### src/rtl/otl_pkg.sv
package otl_pkg;
	// limit selection digit codes
	localparam logic [3:0] FWD_SEL_ENABLE    = 4'h1;
	localparam logic [3:0] REV_SEL_ENABLE    = 4'h2;
	localparam logic [3:0] SEL_DISABLE       = 4'h8;
	localparam logic [3:0] FWD_SEL_RESET     = 4'h1;
	localparam logic [3:0] REV_SEL_RESET     = 4'h2;
	// stop method digits
	localparam logic [3:0] OT_STOP_BY_SERVO_OFF = 4'h0;
	localparam logic [3:0] OT_DECEL_TRQ_ZCLAMP  = 4'h1;
	localparam logic [3:0] OT_DECEL_TRQ_COAST   = 4'h2;
	localparam logic [3:0] OT_DECEL_TIME_ZCLAMP = 4'h3;
	localparam logic [3:0] OT_DECEL_TIME_COAST  = 4'h4;
	localparam logic [3:0] OFF_STOP_DB_HOLD     = 4'h0;
	localparam logic [3:0] OFF_STOP_DB_COAST    = 4'h1;
	localparam logic [3:0] OFF_STOP_COAST       = 4'h2;
	localparam logic [7:0] STOP_METHOD_RESET    = 8'h00;
	// torque and time settings
	localparam logic [9:0]  ESTOP_TRQ_MAX   = 10'h320;
	localparam logic [9:0]  ESTOP_TRQ_RESET = 10'h320;
	localparam logic [13:0] DECEL_TIME_MAX  = 14'h2710;
	localparam logic [13:0] DECEL_TIME_RESET = 14'h0000;
	localparam int CLK_HZ     = 40000000;
	localparam int DECEL_UNIT_US = 1000;
	localparam int MS_CYCLES  = CLK_HZ / 1000000 * DECEL_UNIT_US;
	localparam int SPEED_W    = 16;
	// stop state machine
	typedef enum logic [4:0] {
		ST_RUN   = 5'h01,
		ST_DECEL = 5'h02,
		ST_ZCLMP = 5'h04,
		ST_COAST = 5'h08,
		ST_DBRK  = 5'h10
	} otl_state_t;
endpackage

### src/rtl/otl_ms_tick.sv
`timescale 1ns/1ps
// one-cycle enable every millisecond
module otl_ms_tick (
	input  wire logic CLK,
	input  wire logic RESET_N,
	input  wire logic run,
	output logic      tick
);
	logic [15:0] cnt_ff;
	logic [15:0] nxt_cnt;
	logic        nxt_tick;

	always_comb begin
		nxt_cnt  = cnt_ff;
		nxt_tick = 1'b0;
		if (!run) begin
			nxt_cnt = 16'h0000;
		end else if (cnt_ff == 16'(otl_pkg::MS_CYCLES - 1)) begin
			nxt_cnt  = 16'h0000;
			nxt_tick = 1'b1;
		end else begin
			nxt_cnt = cnt_ff + 16'h0001;
		end
	end

	always_ff @(posedge CLK) begin
		if (!RESET_N) begin
			cnt_ff <= 16'h0000;
			tick   <= 1'b0;
		end else begin
			cnt_ff <= nxt_cnt;
			tick   <= nxt_tick;
		end
	end
endmodule // otl_ms_tick

### src/rtl/otl_limit_stop.sv
`timescale 1ns/1ps
// Function
// - forward limit on allows forward drive; off blocks it, forward overtravel
// - reverse limit on allows reverse drive; off blocks it, reverse overtravel
// - during overtravel, drive in the opposite direction is still executed
// - forward select 1 enables forward overtravel, 8 disables it
// - reverse select 2 enables reverse overtravel, 8 disables it
// - default stop method stops by dynamic brake
// - methods 1 and 2 decelerate by stop torque, then zero clamp or coast
// - methods 3 and 4 decelerate by ramp time, then zero clamp or coast
// - torque control stops by brake or coast per servo-off digit, then coasts
// - methods 1 and 2 use stop torque as maximum torque
// - stop torque 0 to 800 percent, default 800, used immediately
// - applied stop torque never exceeds the motor maximum torque
// - decel time 0 to 10000 ms, default 0, used immediately
// - decel time zero commands zero speed at once
// - decel time is the ramp from maximum speed to zero
// - warning enable 0 disables, 1 enables, used immediately
// - warning raised only when overtravel occurs with servo on
// - warning is latched so brief limit pulses are seen
// - warning alone neither stops the motor nor blocks motion
// - warn only in reference direction; either direction with no reference
// - servo on during existing overtravel raises no warning
// - clear command clears unless a new overtravel edge arrives in the same cycle; re-detection waits until overtravel ends
// - warning still raised after a software limit was detected
module otl_limit_stop (
	input  wire logic        CLK,
	input  wire logic        RESET_N,
	input  wire logic        FWD_LIMIT_IN,
	input  wire logic        REV_LIMIT_IN,
	input  wire logic [3:0]  FWD_LIMIT_SELECT,
	input  wire logic [3:0]  REV_LIMIT_SELECT,
	input  wire logic [7:0]  STOP_METHOD_SELECT,
	input  wire logic [9:0]  ESTOP_TORQUE_LIMIT,
	input  wire logic [9:0]  MOTOR_MAX_TORQUE,
	input  wire logic [13:0] STOP_DECEL_TIME,
	input  wire logic [15:0] MOTOR_MAX_SPEED,
	input  wire logic [15:0] MOTOR_SPEED,
	input  wire logic        LIMIT_WARNING_ENABLE,
	input  wire logic        CLEAR_ALARMS_CMD,
	input  wire logic        SERVO_ON,
	input  wire logic        TORQUE_MODE,
	input  wire logic        REF_FWD,
	input  wire logic        REF_REV,
	input  wire logic        SOFT_LIMIT_HIT,
	output logic             FWD_DRIVE_OK,
	output logic             REV_DRIVE_OK,
	output logic             FWD_OVERTRAVEL,
	output logic             REV_OVERTRAVEL,
	output logic             STOP_ACTIVE,
	output logic             DYN_BRAKE,
	output logic             COAST,
	output logic             ZERO_CLAMP,
	output logic             TORQUE_LIMIT_EN,
	output logic [9:0]       TORQUE_LIMIT,
	output logic [15:0]      SPEED_LIMIT,
	output logic             OT_WARNING
);
	logic [3:0]  fsel_ff, rsel_ff;
	logic [7:0]  smeth_ff;
	logic        cfg_done_ff;
	logic [3:0]  nxt_fsel, nxt_rsel;
	logic [7:0]  nxt_smeth;
	logic        nxt_cfg_done;
	otl_pkg::otl_state_t st_ff, nxt_st;
	logic [15:0] spd_ff, nxt_spd;
	logic        warn_ff, nxt_warn;
	logic        supp_ff, nxt_supp;
	logic        srv_ff, nxt_srv;
	logic        fot_ff, rot_ff, nxt_fot, nxt_rot;
	logic        ms_tick;
	logic        fwd_ot, rev_ot, any_ot, warn_cand;
	logic [3:0]  ot_digit, off_digit;
	logic [9:0]  trq;
	logic [15:0] step;
	// next values of the registered outputs
	logic        nxt_fwd_ok;
	logic        nxt_rev_ok;
	logic        nxt_fwd_otv;
	logic        nxt_rev_otv;
	logic        nxt_stop_act;
	logic        nxt_dbrk;
	logic        nxt_coast;
	logic        nxt_zclamp;
	logic        nxt_tle;
	logic [9:0]  nxt_tlim;
	logic [15:0] nxt_slim;

	function automatic logic sel_enabled(input logic [3:0] sel, input logic [3:0] en_code);
		sel_enabled = (sel == en_code);
	endfunction

	function automatic logic [9:0] min10(input logic [9:0] a, input logic [9:0] b);
		min10 = (a < b) ? a : b;
	endfunction

	// settings caught once after reset; later changes need a restart
	always_comb begin
		nxt_fsel     = fsel_ff;
		nxt_rsel     = rsel_ff;
		nxt_smeth    = smeth_ff;
		nxt_cfg_done = 1'b1;
		if (!cfg_done_ff) begin
			nxt_fsel  = FWD_LIMIT_SELECT;
			nxt_rsel  = REV_LIMIT_SELECT;
			nxt_smeth = STOP_METHOD_SELECT;
		end
	end

	always_ff @(posedge CLK) begin
		if (!RESET_N) begin
			fsel_ff     <= otl_pkg::FWD_SEL_RESET;
			rsel_ff     <= otl_pkg::REV_SEL_RESET;
			smeth_ff    <= otl_pkg::STOP_METHOD_RESET;
			cfg_done_ff <= 1'b0;
		end else begin
			fsel_ff     <= nxt_fsel;
			rsel_ff     <= nxt_rsel;
			smeth_ff    <= nxt_smeth;
			cfg_done_ff <= nxt_cfg_done;
		end
	end

	// limit inputs are active-on: off means overtravel in that direction
	assign fwd_ot    = !FWD_LIMIT_IN && sel_enabled(fsel_ff, otl_pkg::FWD_SEL_ENABLE);
	assign rev_ot    = !REV_LIMIT_IN && sel_enabled(rsel_ff, otl_pkg::REV_SEL_ENABLE);
	assign ot_digit  = smeth_ff[7:4];
	assign off_digit = smeth_ff[3:0];
	assign trq       = min10(min10(ESTOP_TORQUE_LIMIT, otl_pkg::ESTOP_TRQ_MAX),
		MOTOR_MAX_TORQUE);
	// ramp per ms scaled from maximum speed over the programmed time
	// integer divide truncates, so a stop may end a little after the programmed time
	assign step      = (STOP_DECEL_TIME == 14'h0000) ? MOTOR_MAX_SPEED :
		16'(MOTOR_MAX_SPEED / 16'(STOP_DECEL_TIME));
	// a stop runs unless the reference points away from the blocked direction
	assign any_ot    = (fwd_ot && !REF_REV) || (rev_ot && !REF_FWD);

	// tick counter restarts with every stop, so each step is a full millisecond
	otl_ms_tick u_ms_tick (
		.CLK     (CLK),
		.RESET_N (RESET_N),
		.run     (st_ff == otl_pkg::ST_DECEL),
		.tick    (ms_tick)
	);

	always_comb begin
		nxt_st  = st_ff;
		nxt_spd = spd_ff;
		case (st_ff)
			otl_pkg::ST_RUN: begin
				nxt_spd = MOTOR_SPEED;
				if (any_ot && SERVO_ON) begin
					if (TORQUE_MODE) begin
						nxt_st = (off_digit == otl_pkg::OFF_STOP_COAST) ?
							otl_pkg::ST_COAST : otl_pkg::ST_DBRK;
					end else begin
						case (ot_digit)
							otl_pkg::OT_DECEL_TRQ_ZCLAMP, otl_pkg::OT_DECEL_TRQ_COAST,
							otl_pkg::OT_DECEL_TIME_ZCLAMP, otl_pkg::OT_DECEL_TIME_COAST:
								nxt_st = otl_pkg::ST_DECEL;
							default:
								nxt_st = (off_digit == otl_pkg::OFF_STOP_COAST) ?
									otl_pkg::ST_COAST : otl_pkg::ST_DBRK;
						endcase
					end
				end
			end
			// time stops ramp once per ms; torque stops end when the motor reports rest
			otl_pkg::ST_DECEL: begin
				if (ot_digit == otl_pkg::OT_DECEL_TIME_ZCLAMP ||
					ot_digit == otl_pkg::OT_DECEL_TIME_COAST) begin
					if (STOP_DECEL_TIME == 14'h0000) begin
						nxt_spd = 16'h0000;
					end else if (ms_tick) begin
						nxt_spd = (spd_ff > step) ? spd_ff - step : 16'h0000;
					end
				end else if (MOTOR_SPEED == 16'h0000) begin
					nxt_spd = 16'h0000;
				end
				if (nxt_spd == 16'h0000) begin
					nxt_st = (ot_digit == otl_pkg::OT_DECEL_TRQ_ZCLAMP ||
						ot_digit == otl_pkg::OT_DECEL_TIME_ZCLAMP) ?
						otl_pkg::ST_ZCLMP : otl_pkg::ST_COAST;
				end
				if (!any_ot) begin
					nxt_st = otl_pkg::ST_RUN;
				end
			end
			// hold states release once the blocked direction is no longer in play
			otl_pkg::ST_ZCLMP, otl_pkg::ST_COAST: begin
				nxt_spd = 16'h0000;
				if (!any_ot) begin
					nxt_st = otl_pkg::ST_RUN;
				end
			end
			// brake holds unless the servo-off digit asks for coasting afterwards or a torque-mode stop reaches rest
			otl_pkg::ST_DBRK: begin
				nxt_spd = 16'h0000;
				if (!any_ot) begin
					nxt_st = otl_pkg::ST_RUN;
				end else if (off_digit == otl_pkg::OFF_STOP_DB_COAST ||
					(TORQUE_MODE && MOTOR_SPEED == 16'h0000)) begin
					nxt_st = otl_pkg::ST_COAST;
				end
			end
			default: nxt_st = otl_pkg::ST_RUN;
		endcase
	end

	// warning: direction filtered, needs a fresh edge while servo stays on
	assign warn_cand = (fwd_ot && !REF_REV) || (rev_ot && !REF_FWD);

	always_comb begin
		nxt_fot  = fwd_ot;
		nxt_rot  = rev_ot;
		nxt_srv  = SERVO_ON;
		nxt_supp = supp_ff;
		nxt_warn = warn_ff;
		// suppression after a clear lasts only while a switch is still off
		if (!(fwd_ot || rev_ot)) begin
			nxt_supp = 1'b0;
		end
		if (CLEAR_ALARMS_CMD) begin
			nxt_warn = 1'b0;
			nxt_supp = fwd_ot || rev_ot;
		end
		// new overtravel seen while servo was already on; soft limit does not mask
		if (LIMIT_WARNING_ENABLE && SERVO_ON && srv_ff && !supp_ff && warn_cand &&
			((fwd_ot && !fot_ff) || (rev_ot && !rot_ff))) begin
			nxt_warn = 1'b1;
		end
	end

	always_ff @(posedge CLK) begin
		if (!RESET_N) begin
			st_ff   <= otl_pkg::ST_RUN;
			spd_ff  <= 16'h0000;
			warn_ff <= 1'b0;
			supp_ff <= 1'b0;
			srv_ff  <= 1'b0;
			fot_ff  <= 1'b0;
			rot_ff  <= 1'b0;
		end else begin
			st_ff   <= nxt_st;
			spd_ff  <= nxt_spd;
			warn_ff <= nxt_warn;
			supp_ff <= nxt_supp;
			srv_ff  <= nxt_srv;
			fot_ff  <= nxt_fot;
			rot_ff  <= nxt_rot;
		end
	end

	// outputs registered; warning never feeds the stop logic
	// one cycle of lag keeps every output straight off a flop
	always_comb begin
		nxt_fwd_ok   = !fwd_ot;
		nxt_rev_ok   = !rev_ot;
		nxt_fwd_otv  = fwd_ot;
		nxt_rev_otv  = rev_ot;
		nxt_stop_act = (nxt_st != otl_pkg::ST_RUN);
		nxt_dbrk     = (nxt_st == otl_pkg::ST_DBRK);
		nxt_coast    = (nxt_st == otl_pkg::ST_COAST);
		nxt_zclamp   = (nxt_st == otl_pkg::ST_ZCLMP);
		nxt_tle      = (nxt_st == otl_pkg::ST_DECEL) &&
			(ot_digit == otl_pkg::OT_DECEL_TRQ_ZCLAMP ||
			ot_digit == otl_pkg::OT_DECEL_TRQ_COAST);
		nxt_tlim     = trq;
		nxt_slim     = nxt_spd;
	end

	always_ff @(posedge CLK) begin
		if (!RESET_N) begin
			FWD_DRIVE_OK    <= 1'b0;
			REV_DRIVE_OK    <= 1'b0;
			FWD_OVERTRAVEL  <= 1'b0;
			REV_OVERTRAVEL  <= 1'b0;
			STOP_ACTIVE     <= 1'b0;
			DYN_BRAKE       <= 1'b0;
			COAST           <= 1'b0;
			ZERO_CLAMP      <= 1'b0;
			TORQUE_LIMIT_EN <= 1'b0;
			TORQUE_LIMIT    <= otl_pkg::ESTOP_TRQ_RESET;
			SPEED_LIMIT     <= 16'h0000;
			OT_WARNING      <= 1'b0;
		end else begin
			FWD_DRIVE_OK    <= nxt_fwd_ok;
			REV_DRIVE_OK    <= nxt_rev_ok;
			FWD_OVERTRAVEL  <= nxt_fwd_otv;
			REV_OVERTRAVEL  <= nxt_rev_otv;
			STOP_ACTIVE     <= nxt_stop_act;
			DYN_BRAKE       <= nxt_dbrk;
			COAST           <= nxt_coast;
			ZERO_CLAMP      <= nxt_zclamp;
			TORQUE_LIMIT_EN <= nxt_tle;
			TORQUE_LIMIT    <= nxt_tlim;
			SPEED_LIMIT     <= nxt_slim;
			OT_WARNING      <= nxt_warn;
		end
	end
endmodule // otl_limit_stop

### config.mk
export PLATFORM = sky130hd
export DESIGN_NAME = otl_limit_stop
export DESIGN_NICKNAME = d
export VERILOG_FILES = /design/src/rtl/otl_pkg.sv /design/src/rtl/otl_ms_tick.sv /design/src/rtl/otl_limit_stop.sv
export SDC_FILE = /design/constraint.sdc
export NUM_CORES = 1
export LEC_CHECK = 0
export BUFFER_PORTS_ARGS = -buffer_cell sky130_fd_sc_hd__buf_2
export CAP_MARGIN = 20
export CORE_MARGIN = 2
export CORE_UTILIZATION = 25
export CTS_CLUSTER_DIAMETER = 40
export CTS_CLUSTER_SIZE = 30
export DETAILED_ROUTE_END_ITERATION = 16
export PLACE_DENSITY_LB_ADDON = 0.05
export SLEW_MARGIN = 20
export SYNTH_ARGS = -nofsm -noshare
export SYNTH_HDL_FRONTEND = slang
export SYNTH_SLANG_ARGS = --single-unit
### constraint.sdc
create_clock -name CLK -period 35.7 [get_ports CLK]
set_clock_uncertainty 0.1 [all_clocks]
set_input_delay 1.785 -clock CLK [delete_from_list [all_inputs] [get_ports CLK]]
set_output_delay 1.785 -clock CLK [all_outputs]
set_load 0.005 [all_outputs]
---- Word-level counts from Yosys, hierarchy flattened ----
Cells that the tools add are included.
W data, S select, Z words.
cells by class
  bitwise operators ....................... 2
  shift-type cells ........................ 0
  mux-type cells .......................... 27
  reductions and logical operators ........ 40
  div/mod/pow operators ................... 1
  order comparisons ....................... 3
  equal/unequal tests ..................... 20
  multipliers ............................. 0
  add/subtract/negate cells ............... 2
operators by type and width
  kind                     count
  $mux W16                 7
  $pmux W16 S3             1
  $mux W5                  9
  $logic_not A16 Y1        2
  $mux W10                 2
  $pmux W5 S4              1
  $add A16 B1 Y16 const B  1
  $div A16 B14 Y16         1
  $eq A16 B16 Y1 const B   1
  $eq A4 B2 Y1 const B     4
  $gt A16 B16 Y1           1
  $sub A16 B16 Y16         1
  $logic_and A1 B1 Y1      14
  $logic_not A14 Y1        1
  $eq A4 B1 Y1 const B     3
  $eq A5 B2 Y1 const B     2
  $eq A5 B3 Y1 const B     2
  $eq A5 B4 Y1 const B     2
  $eq A5 B5 Y1 const B     2
  $lt A10 B10 Y1           1
  $lt A10 B10 Y1 const B   1
  $logic_not A1 Y1         9
  $logic_or A1 B1 Y1       7
  $mux W1                  6
  12 further kinds         14
storage, ports and cells
  register bits ........................... 77
  memory bits (writable) .................. 0
  output and inout port bits .............. 36
  word-level logic and storage cells ...... 116
  bits in read-only memories .............. 0
  bits in latches ......................... 0
  memories ................................ 0

---- Depth between registers and ports, before layout ----
Gate-level depths: netlist (run 1).
  depth in word-level cells ............... 14
  gate-level depth with buffers ........... 145
  mapped depth without buffers ............ 136

---- Modules after synthesis ----
A second synthesis (run 1) with hierarchy kept.
second synthesis, totals
  cell total of the unflattened synthesis .. 1573
  area total of the unflattened synthesis .. 11876.4 µm²
modules (own cells, without submodules)
  module          area each (µm²)  times used  seq. area each (µm²)  cells each
  otl_limit_stop  11058.1          1           1201.2                1492
  otl_ms_tick     818.3            1           340.3                 81

---- Least setup slack after synthesis (run 1) ----
OpenSTA, ideal clock, no wires.
  path type ............................... input to register
  start ................................... in STOP_DECEL_TIME[0]
  end ..................................... reg ZERO_CLAMP
  required time ........................... 35.530 ns
  slack ................................... 6.197 ns
  stages .................................. 136
  library setup time ...................... 0.070 ns
  path buffers ............................ 9
  arrival time ............................ 29.333 ns
  cell sequence ........................... inv_1 -> ha_1 -> or4b_2 -> nor4_4 -> nor2_1 -> a31oi_1 -> ha_1 -> o21a_1 -> nor2_1 -> or3_1 -> o21a_1 -> inv_1 -> ha_1 -> o21bai_1 -> a21o_1 -> or2_2 -> clkbuf_1 -> nand2_1 -> (+100 left out) -> a21oi_1 -> o211ai_1 -> o2111ai_1 -> nand3_1 -> o32ai_1 -> a21oi_1 -> ha_1 -> fa_1 -> nor2b_1 -> o21a_1 -> o21ai_0 -> a221oi_1 -> o2111ai_1 -> nor4_1 -> a31oi_1 -> a2111oi_2 -> nand4_1 -> a21oi_1
between the ends
  cells in the longest elaborated chain, start to end .. 13
  elaborated cells on any way between the ends .. 15
ends and longest elaborated chain
  item                                                   RTL line                                                             RTL
  start, declared                                        otl_limit_stop.sv:36                                                 input wire logic [13:0] STOP_DECEL_TIME,
  $div A16 B14 Y16 or $logic_not A14 Y1 (tied branches)  otl_limit_stop.sv:134, otl_limit_stop.sv:133, otl_limit_stop.sv:172
  $mux W16                                               otl_limit_stop.sv:133                                                assign step = (STOP_DECEL_TIME == 14'h0000) ? MOTOR_MAX_SPEED :
  $sub A16 B16 Y16 or $gt A16 B16 Y1 (tied branches)     otl_limit_stop.sv:175                                                nxt_spd = (spd_ff > step) ? spd_ff - step : 16'h0000;
  $mux W16                                               otl_limit_stop.sv:175
  $mux W16                                               otl_limit_stop.sv:174                                                end else if (ms_tick) begin
  $mux W16 (*)                                           otl_limit_stop.sv:172                                                if (STOP_DECEL_TIME == 14'h0000) begin
  $mux W16 (*)                                           otl_limit_stop.sv:170                                                if (ot_digit == otl_pkg::OT_DECEL_TIME_ZCLAMP ||
  $mux W16 (*)                                           otl_limit_stop.sv:149                                                case (st_ff)
  $logic_not A16 Y1 (*)                                  otl_limit_stop.sv:180                                                if (nxt_spd == 16'h0000) begin
  $mux W5 (*)                                            otl_limit_stop.sv:180
  $mux W5 (*)                                            otl_limit_stop.sv:185                                                if (!any_ot) begin
  $pmux W5 S4 (*)                                        otl_limit_stop.sv:149
  $eq A5 B3 Y1 (*)                                       otl_limit_stop.sv:264                                                nxt_zclamp = (nxt_st == otl_pkg::ST_ZCLMP);
  end signal, assigned                                   otl_limit_stop.sv:294                                                ZERO_CLAMP <= nxt_zclamp;
  end, declared                                          otl_limit_stop.sv:53                                                 output logic ZERO_CLAMP,
Every way passes the cells marked *; elsewhere a longest branch is shown, timed or not. The select of a mux whose other input is x is not followed.
A chain may end at the register's enable or synchronous reset.

---- Final worst setup path (run 1) ----
  start ................................... in STOP_DECEL_TIME[13]
  end ..................................... reg TORQUE_LIMIT_EN
between the ends
  cells in the longest elaborated chain, start to end .. 14
  elaborated cells on any way between the ends .. 16
ends and longest elaborated chain
  item                                                   RTL line                                                             RTL
  $div A16 B14 Y16 or $logic_not A14 Y1 (tied branches)  otl_limit_stop.sv:134, otl_limit_stop.sv:133, otl_limit_stop.sv:172
  $mux W16                                               otl_limit_stop.sv:133
  $sub A16 B16 Y16 or $gt A16 B16 Y1 (tied branches)     otl_limit_stop.sv:175
  $mux W16                                               otl_limit_stop.sv:175
  $mux W16                                               otl_limit_stop.sv:174
  $mux W16 (*)                                           otl_limit_stop.sv:172
  $mux W16 (*)                                           otl_limit_stop.sv:170
  $mux W16 (*)                                           otl_limit_stop.sv:149
  $logic_not A16 Y1 (*)                                  otl_limit_stop.sv:180
  $mux W5 (*)                                            otl_limit_stop.sv:180
  $mux W5 (*)                                            otl_limit_stop.sv:185
  $pmux W5 S4 (*)                                        otl_limit_stop.sv:149
  $eq A5 B2 Y1 (*)                                       otl_limit_stop.sv:265                                                nxt_tle = (nxt_st == otl_pkg::ST_DECEL) &&
  $logic_and A1 B1 Y1 (*)                                otl_limit_stop.sv:265
  end signal, assigned                                   otl_limit_stop.sv:295                                                TORQUE_LIMIT_EN <= nxt_tle;
  end, declared                                          otl_limit_stop.sv:54                                                 output logic TORQUE_LIMIT_EN,
Marks and branches as above.

==> impl_metrics.toml, run 1 <==
[synth]
synth_area_mm2 = 0.0114
syn_avg_cell_area_um2 = 7.46
synth_top_cell_by_area = "ha_1"
synth_edf_count = 0
synth_area_leaders = "ha_1 (18%), dfxtp_1 (14%), nor2_1 (6.0%)"
synth_ff_type = "dfxtp_1"
ys_ff_latch = 77
async_flop_share = 0
yosysWarnings = 0
syn-instance-count = 1527
synth_nets = 1781
ys_seq_area_frac = 0.135
yosysUniqueCellTypes = 88
netlist.area_leader.share = 0.176

[cts]
ctsHoldBuffers = 0
clk_pin_slew_ns = 0.06
cts_max_level = 3
clk_latency_ns = 0.35
cts_tree = "yes"
clockRootBuffer = "clkbuf_16"
clock-sinks = 77
cts_max_path_buffers = 2
cts_made_buffers = 9

[timing]
setup_viol = 0
max_freq_mhz = 30.3
finalMaxSlewViolations = 0
hold_viol = 0
fin_crit_sh = 0.926
post-route-min-period_ns = 33.04
relSlewSlack = 0.345
worstMarginPinSlew_ns = 0.981
fin_setup_tns_ns = 0
rsz0062_at_grt = "no"
hold_slack_ns = 0.362

[die]
rows = 78
initial_core_util = 0.252
fp.coreArea_mm2 = 0.0452
die_h_um = 217
die_w_um = 217
io_pins = 129
dieArea_mm2 = 0.0473

[power]
p_int_mw = 0.352
peakVddDrop_mv = 0.0295
p_sw_mw = 0.253
p_comb_frac = 0.671
p_seq_frac = 0.158
netSwitchingFraction = 0.418
clkPwrFrac = 0.171
power_density_mw_per_mm2 = 45.1
power_leakage_nw = 5.88

[setup_path]
r2r_end = "TORQUE_LIMIT_EN"
reg2regPathDepth = 15
worstSetupEndpointType = "flop"
cp_max_fo = 10
max_stage_delay_ns = 0.66
crit_type = "in -> reg"
r2r_setup_slack_ns = 32.02
arrival_ns = 33.22
crit_top_cell = "ha_1"
r2r_start = "SPEED_LIMIT[0]"
crit_required_ns = 35.88
cp_slowest_cell = "or4_4"
cp-start-kind = "primary input"

[global_route]
use_met2 = 0.294
grt.total_usage = 0.170
grtUsageMet1 = 0.224
grt_use_met3 = 0.0206
grt_pass1_vias = 11400
antenna_found_initial = 0
grt_max_degree = 34
grt_most_used_layer = "met2"
grt_first_pass_wirelength_mm = 63.7
overflow = 0

[placement]
gp_congestion = 0.825
io_buffers = 127
hpwl_mm = 33.2

[hold_path]
hp-start = "u_ms_tick.cnt_ff[0]"
holdPathEnd = "u_ms_tick.cnt_ff[0]"
min_path_cells = 1
worstHoldPathType = "reg -> reg"

[job]
maxCapViolations = 0

[drt]
first_pass_iters = 5
via_count = 11700
ant_nets = 0
drt_iter0_drc = 602
wl_per_cell_um = 17.5
viasPerCell = 5.12
wl_mm = 40.0
drc = 0

[final_layout]
fillers = 4924
fin_nets = 1930
drive_above_1_share = 0.167
syn_to_final_growth_pct = 17.7
diodes = 0

[run_status]
status = "completed"
==> synthesized netlist by cell type, types with 7 or more instances <==
library cell  number
a211oi_1          22
a21boi_0          10
a21o_1            33
a21oi_1          123
a31oi_1           18
and2_1            18
and3_1            15
clkbuf_1          42
dfxtp_1           77
ha_1             160
inv_1             61
mux2_2            13
mux2i_1           38
nand2_1          100
nand2b_1          18
nand3_1           48
nand3b_1           9
nand4_1           15
nor2_1           181
nor2b_1           15
nor3_1            60
nor4_1            18
o211ai_1          17
o21a_1            39
o21ai_0           80
o21bai_1          12
o22ai_1            7
o31a_1             8
o31ai_1           15
or2_2             21
or3_1             23
xnor2_1           47
xor2_1            32
==> state kept, by name, summed over array words and instances (netlist names), 4 cells and up <==
name	flops
fsel_ff	4
rsel_ff	4
smeth_ff	8
st_ff	5
SPEED_LIMIT	16
TORQUE_LIMIT	10
u_ms_tick.cnt_ff	16
==> per-layer routing <==
metal	up-vias	wire [um]	share of wire
met5	-	0	0
met3	32	1340	0.033
met2	203	18700	0.47
li1	6038	-	-
met4	0	634	0.016
met1	5408	19300	0.48
==> worst max path at each step <==
stage | startpoint | to | depth (start not counted)
after floorplan | STOP_DECEL_TIME[0] | ZERO_CLAMP | 136
after global placement | STOP_DECEL_TIME[13] | TORQUE_LIMIT_EN | 126
after detailed placement | STOP_DECEL_TIME[13] | TORQUE_LIMIT_EN | 126
after CTS | STOP_DECEL_TIME[13] | TORQUE_LIMIT_EN | 126
after global routing | STOP_DECEL_TIME[13] | ZERO_CLAMP | 128
final | STOP_DECEL_TIME[13] | TORQUE_LIMIT_EN | 127
==> timing repair <==
action / in CTS / in global routing
hold endpoints to repair: 0 / 0
endpoints found under the setup margin: 0 / 19
resized for setup: 0 / 3
setup buffers: 0 / 0
==> worst max-delay path: cells and delay by family <==
kind | cells | cell delay [ns]
AOI/OAI and AO/OA | 65 | 16.95
adders and majority gates | 17 | 5.08
buffers and inverters | 13 | 1.51
muxes | 2 | 0.72
and+or+nand+nor | 30 | 7.08
==> kinds of logic after synthesis <==
family          share of synthesized area
flops                               0.135
buf+inv                            0.0383
simple gates                        0.253
fa+ha+maj                           0.178
compound gates                      0.280
xor+xnor                           0.0608
mux                                0.0554
==> power groups by stage <==
stage	clock, mW	sequential [mW]	combinational, mW
2_1_floorplan	0	0.0955	0.286
4_1_cts	0.108	0.0956	0.409
5_1_grt	0.110	0.0963	0.460
3_5_place_dp	0	0.0974	0.406
3_3_place_gp	0	0.0974	0.407
6_report	0.103	0.0955	0.406
==> per-stage QoR <==
stage	std cells	utilization	worst slack (ns)	cell area, um^2	total power, mW
detailed placement	2265	0.289	1.97	13000	0.504
global route	2281	0.297	0.0423	13400	0.666
finish	2281	0.297	2.66	13400	0.605
global placement	2265	0.289	1.93	13000	0.505
floorplan	1527	-	6.20	11400	0.381
CTS	2281	0.296	2.21	13400	0.613
==> area by class of cell <==
cell class	instances	area (um^2)	share of cell area
multi-input cells	1340	9440	0.704
flip-flops and latches	77	1540	0.115
repair buffers	187	1110	0.0829
well taps	600	751	0.0560
clock buffers	10	239	0.0178
inverters	61	229	0.0171
clock inverters	6	93.8	0.00700
==> placed cells by master (no fill, tap or decap), types with 58 or more instances in the layout <==
cell and n:
nand2_1 100, nor2_1 181, buf_2 127, buf_4 58, ha_1 160, a21oi_1 123
inv_1 61, nor3_1 60, dfxtp_1 77, o21ai_0 80
Note: power is estimated with default switching activity, not from simulation.
==> run 2: changes to the inputs <==
--- a/config.mk
+++ b/config.mk
@@ -7,6 +7,7 @@
 export LEC_CHECK = 0
 export BUFFER_PORTS_ARGS = -buffer_cell sky130_fd_sc_hd__buf_2
 export CAP_MARGIN = 20
+export CORE_ASPECT_RATIO = 0.8
 export CORE_MARGIN = 2
 export CORE_UTILIZATION = 25
 export CTS_CLUSTER_DIAMETER = 40
==> run 2 against run 1 <==
Compared with the run above:
- setup slack worse by 0.23 ns
- sequential power about the same
- die area about the same
==> impl_metrics.toml, run 2 (synthesis results as in run 1) <==
[timing]
finalMaxSlewViolations = 0
rsz0062_at_grt = "no"
max_freq_mhz = 30.1
hold_viol = 0
setup_viol = 0
fin_crit_sh = 0.932
relSlewSlack = 0.374
fin_setup_tns_ns = 0
worstMarginPinSlew_ns = 0.938
post-route-min-period_ns = 33.27

[drt]
wl_per_cell_um = 18.0
drc = 0
viasPerCell = 5.15
wl_mm = 40.6
drt_iter0_drc = 565
ant_nets = 0
first_pass_iters = 4
via_count = 11600

[final_layout]
drive_above_1_share = 0.151
layout_commonest_cell = "nor2_1"
finish.instance_area_mm2 = 0.0131
seq_area_mm2 = 0.00154
fillers = 5007
fin_nets = 1897
layout_common_cells = "nor2_1 (181), ha_1 (160), buf_2 (127)"
multi_input_area_mm2 = 0.00945
syn_to_final_growth_pct = 15.4
top_regs = "SPEED_LIMIT (16), u_ms_tick.cnt_ff (16), TORQUE_LIMIT (10)"

[setup_path]
r2r_end = "ZERO_CLAMP"
r2r_setup_slack_ns = 31.97
r2r_start = "SPEED_LIMIT[0]"
worstSetupEndpointType = "flop"
crit_required_ns = 35.83
cp_slowest_cell = "or4_4"
endpoint = "ZERO_CLAMP"
reg2regPathDepth = 14
max_stage_delay_ns = 0.66
arrival_ns = 33.40
crit_start = "STOP_DECEL_TIME[13]"
crit_type = "in -> reg"
cp_max_fo = 19
crit_top_cell = "ha_1"
cp-start-kind = "primary input"

[run_status]
status = "completed"

[cts]
postCtsSetupBuffers = 0
cts_max_path_buffers = 2
cts_made_buffers = 9
ctsHoldBuffers = 0
clk_latency_ns = 0.34
clockRootBuffer = "clkbuf_16"
cts_max_level = 3
cts_tree = "yes"
clock-sinks = 77
clk_pin_slew_ns = 0.07

[die]
die_w_um = 243
io_pins = 129
initial_core_util = 0.255
die_h_um = 195
dieArea_mm2 = 0.0473
fp.coreArea_mm2 = 0.0447
rows = 69

[job]
maxCapViolations = 0

[global_route]
overflow = 0
grt_max_degree = 34
grt_pass1_vias = 11200
antenna_found_initial = 0
grt.total_usage = 0.170
grt_first_pass_wirelength_mm = 64.2

[placement]
gp_congestion = 0.808
dpl_cell_area_mm2 = 0.0128
io_buffers = 127
hpwl_mm = 33.7

[hold_path]
worstHoldPathType = "reg -> reg"

[power]
power_leakage_nw = 5.71
power_density_mw_per_mm2 = 43.4
peakVddDrop_mv = 0.0208
[run 2: layout make-up]
class	count	area share
Multi-Input combinational cell	1340	0.719
Sequential cell	77	0.117
Timing Repair Buffer	154	0.0638
Tap cell	603	0.0574
Inverter	61	0.0174
Clock buffer	9	0.0171
Clock inverter	6	0.00733
Antenna cell	1	0.000190
[run 2: through the flow]
step	total power, mW	util	cells	setup slack (ns)	hold WS (ns)
final	0.570	0.294	2251	2.43	0.362
after global routing	0.627	0.294	2250	0.0730	0.403
after global placement	0.473	0.286	2235	1.21	0.345
after detailed placement	0.471	0.286	2235	1.36	0.355
after floorplan	0.381	-	1527	6.20	0.326
after CTS	0.575	0.293	2250	1.58	0.371
[run 2: worst min-delay path by stage]
stage	from	end	slack, ns	cells past startpoint
2_1_floorplan	u_ms_tick.cnt_ff[0]	u_ms_tick.cnt_ff[0]	0.33	1
3_3_place_gp	u_ms_tick.cnt_ff[0]	u_ms_tick.cnt_ff[0]	0.35	1
3_5_place_dp	u_ms_tick.cnt_ff[0]	u_ms_tick.cnt_ff[0]	0.35	1
4_1_cts	u_ms_tick.cnt_ff[0]	u_ms_tick.cnt_ff[0]	0.37	1
5_1_grt	supp_ff	supp_ff	0.40	1
6_report	u_ms_tick.cnt_ff[0]	u_ms_tick.cnt_ff[0]	0.36	1
[run 2: report_power, final]
group          internal (mW)  total (mW)  switching (mW)
Combinational          0.171       0.374           0.204
Sequential            0.0905      0.0956         0.00511
Clock                 0.0617       0.100          0.0384
[run 2: metal layers]
metal	track usage	vias to the layer above	wire length (um)
li1	-	5971	-
met1	0.259	5448	22200
met2	0.264	154	17200
met3	0.0134	14	995
met4	0.0184	0	201
met5	0	-	0
[run 2: worst max-delay path, delay by kind of cell]
kind	cells	cell delay (ns)
AO/OA/AOI/OAI	64	16.42
adder cells (fa/ha/maj)	17	5.27
buffers and inverters	8	1.28
AND/OR/NAND/NOR	30	7.13
multiplexers	4	1.44
[run 2: what timing repair did]
action / 4_1_cts / 5_1_grt
resized for setup: 0 / 6
setup endpoints to repair: 0 / 22
hold endpoints to repair: 0 / 0
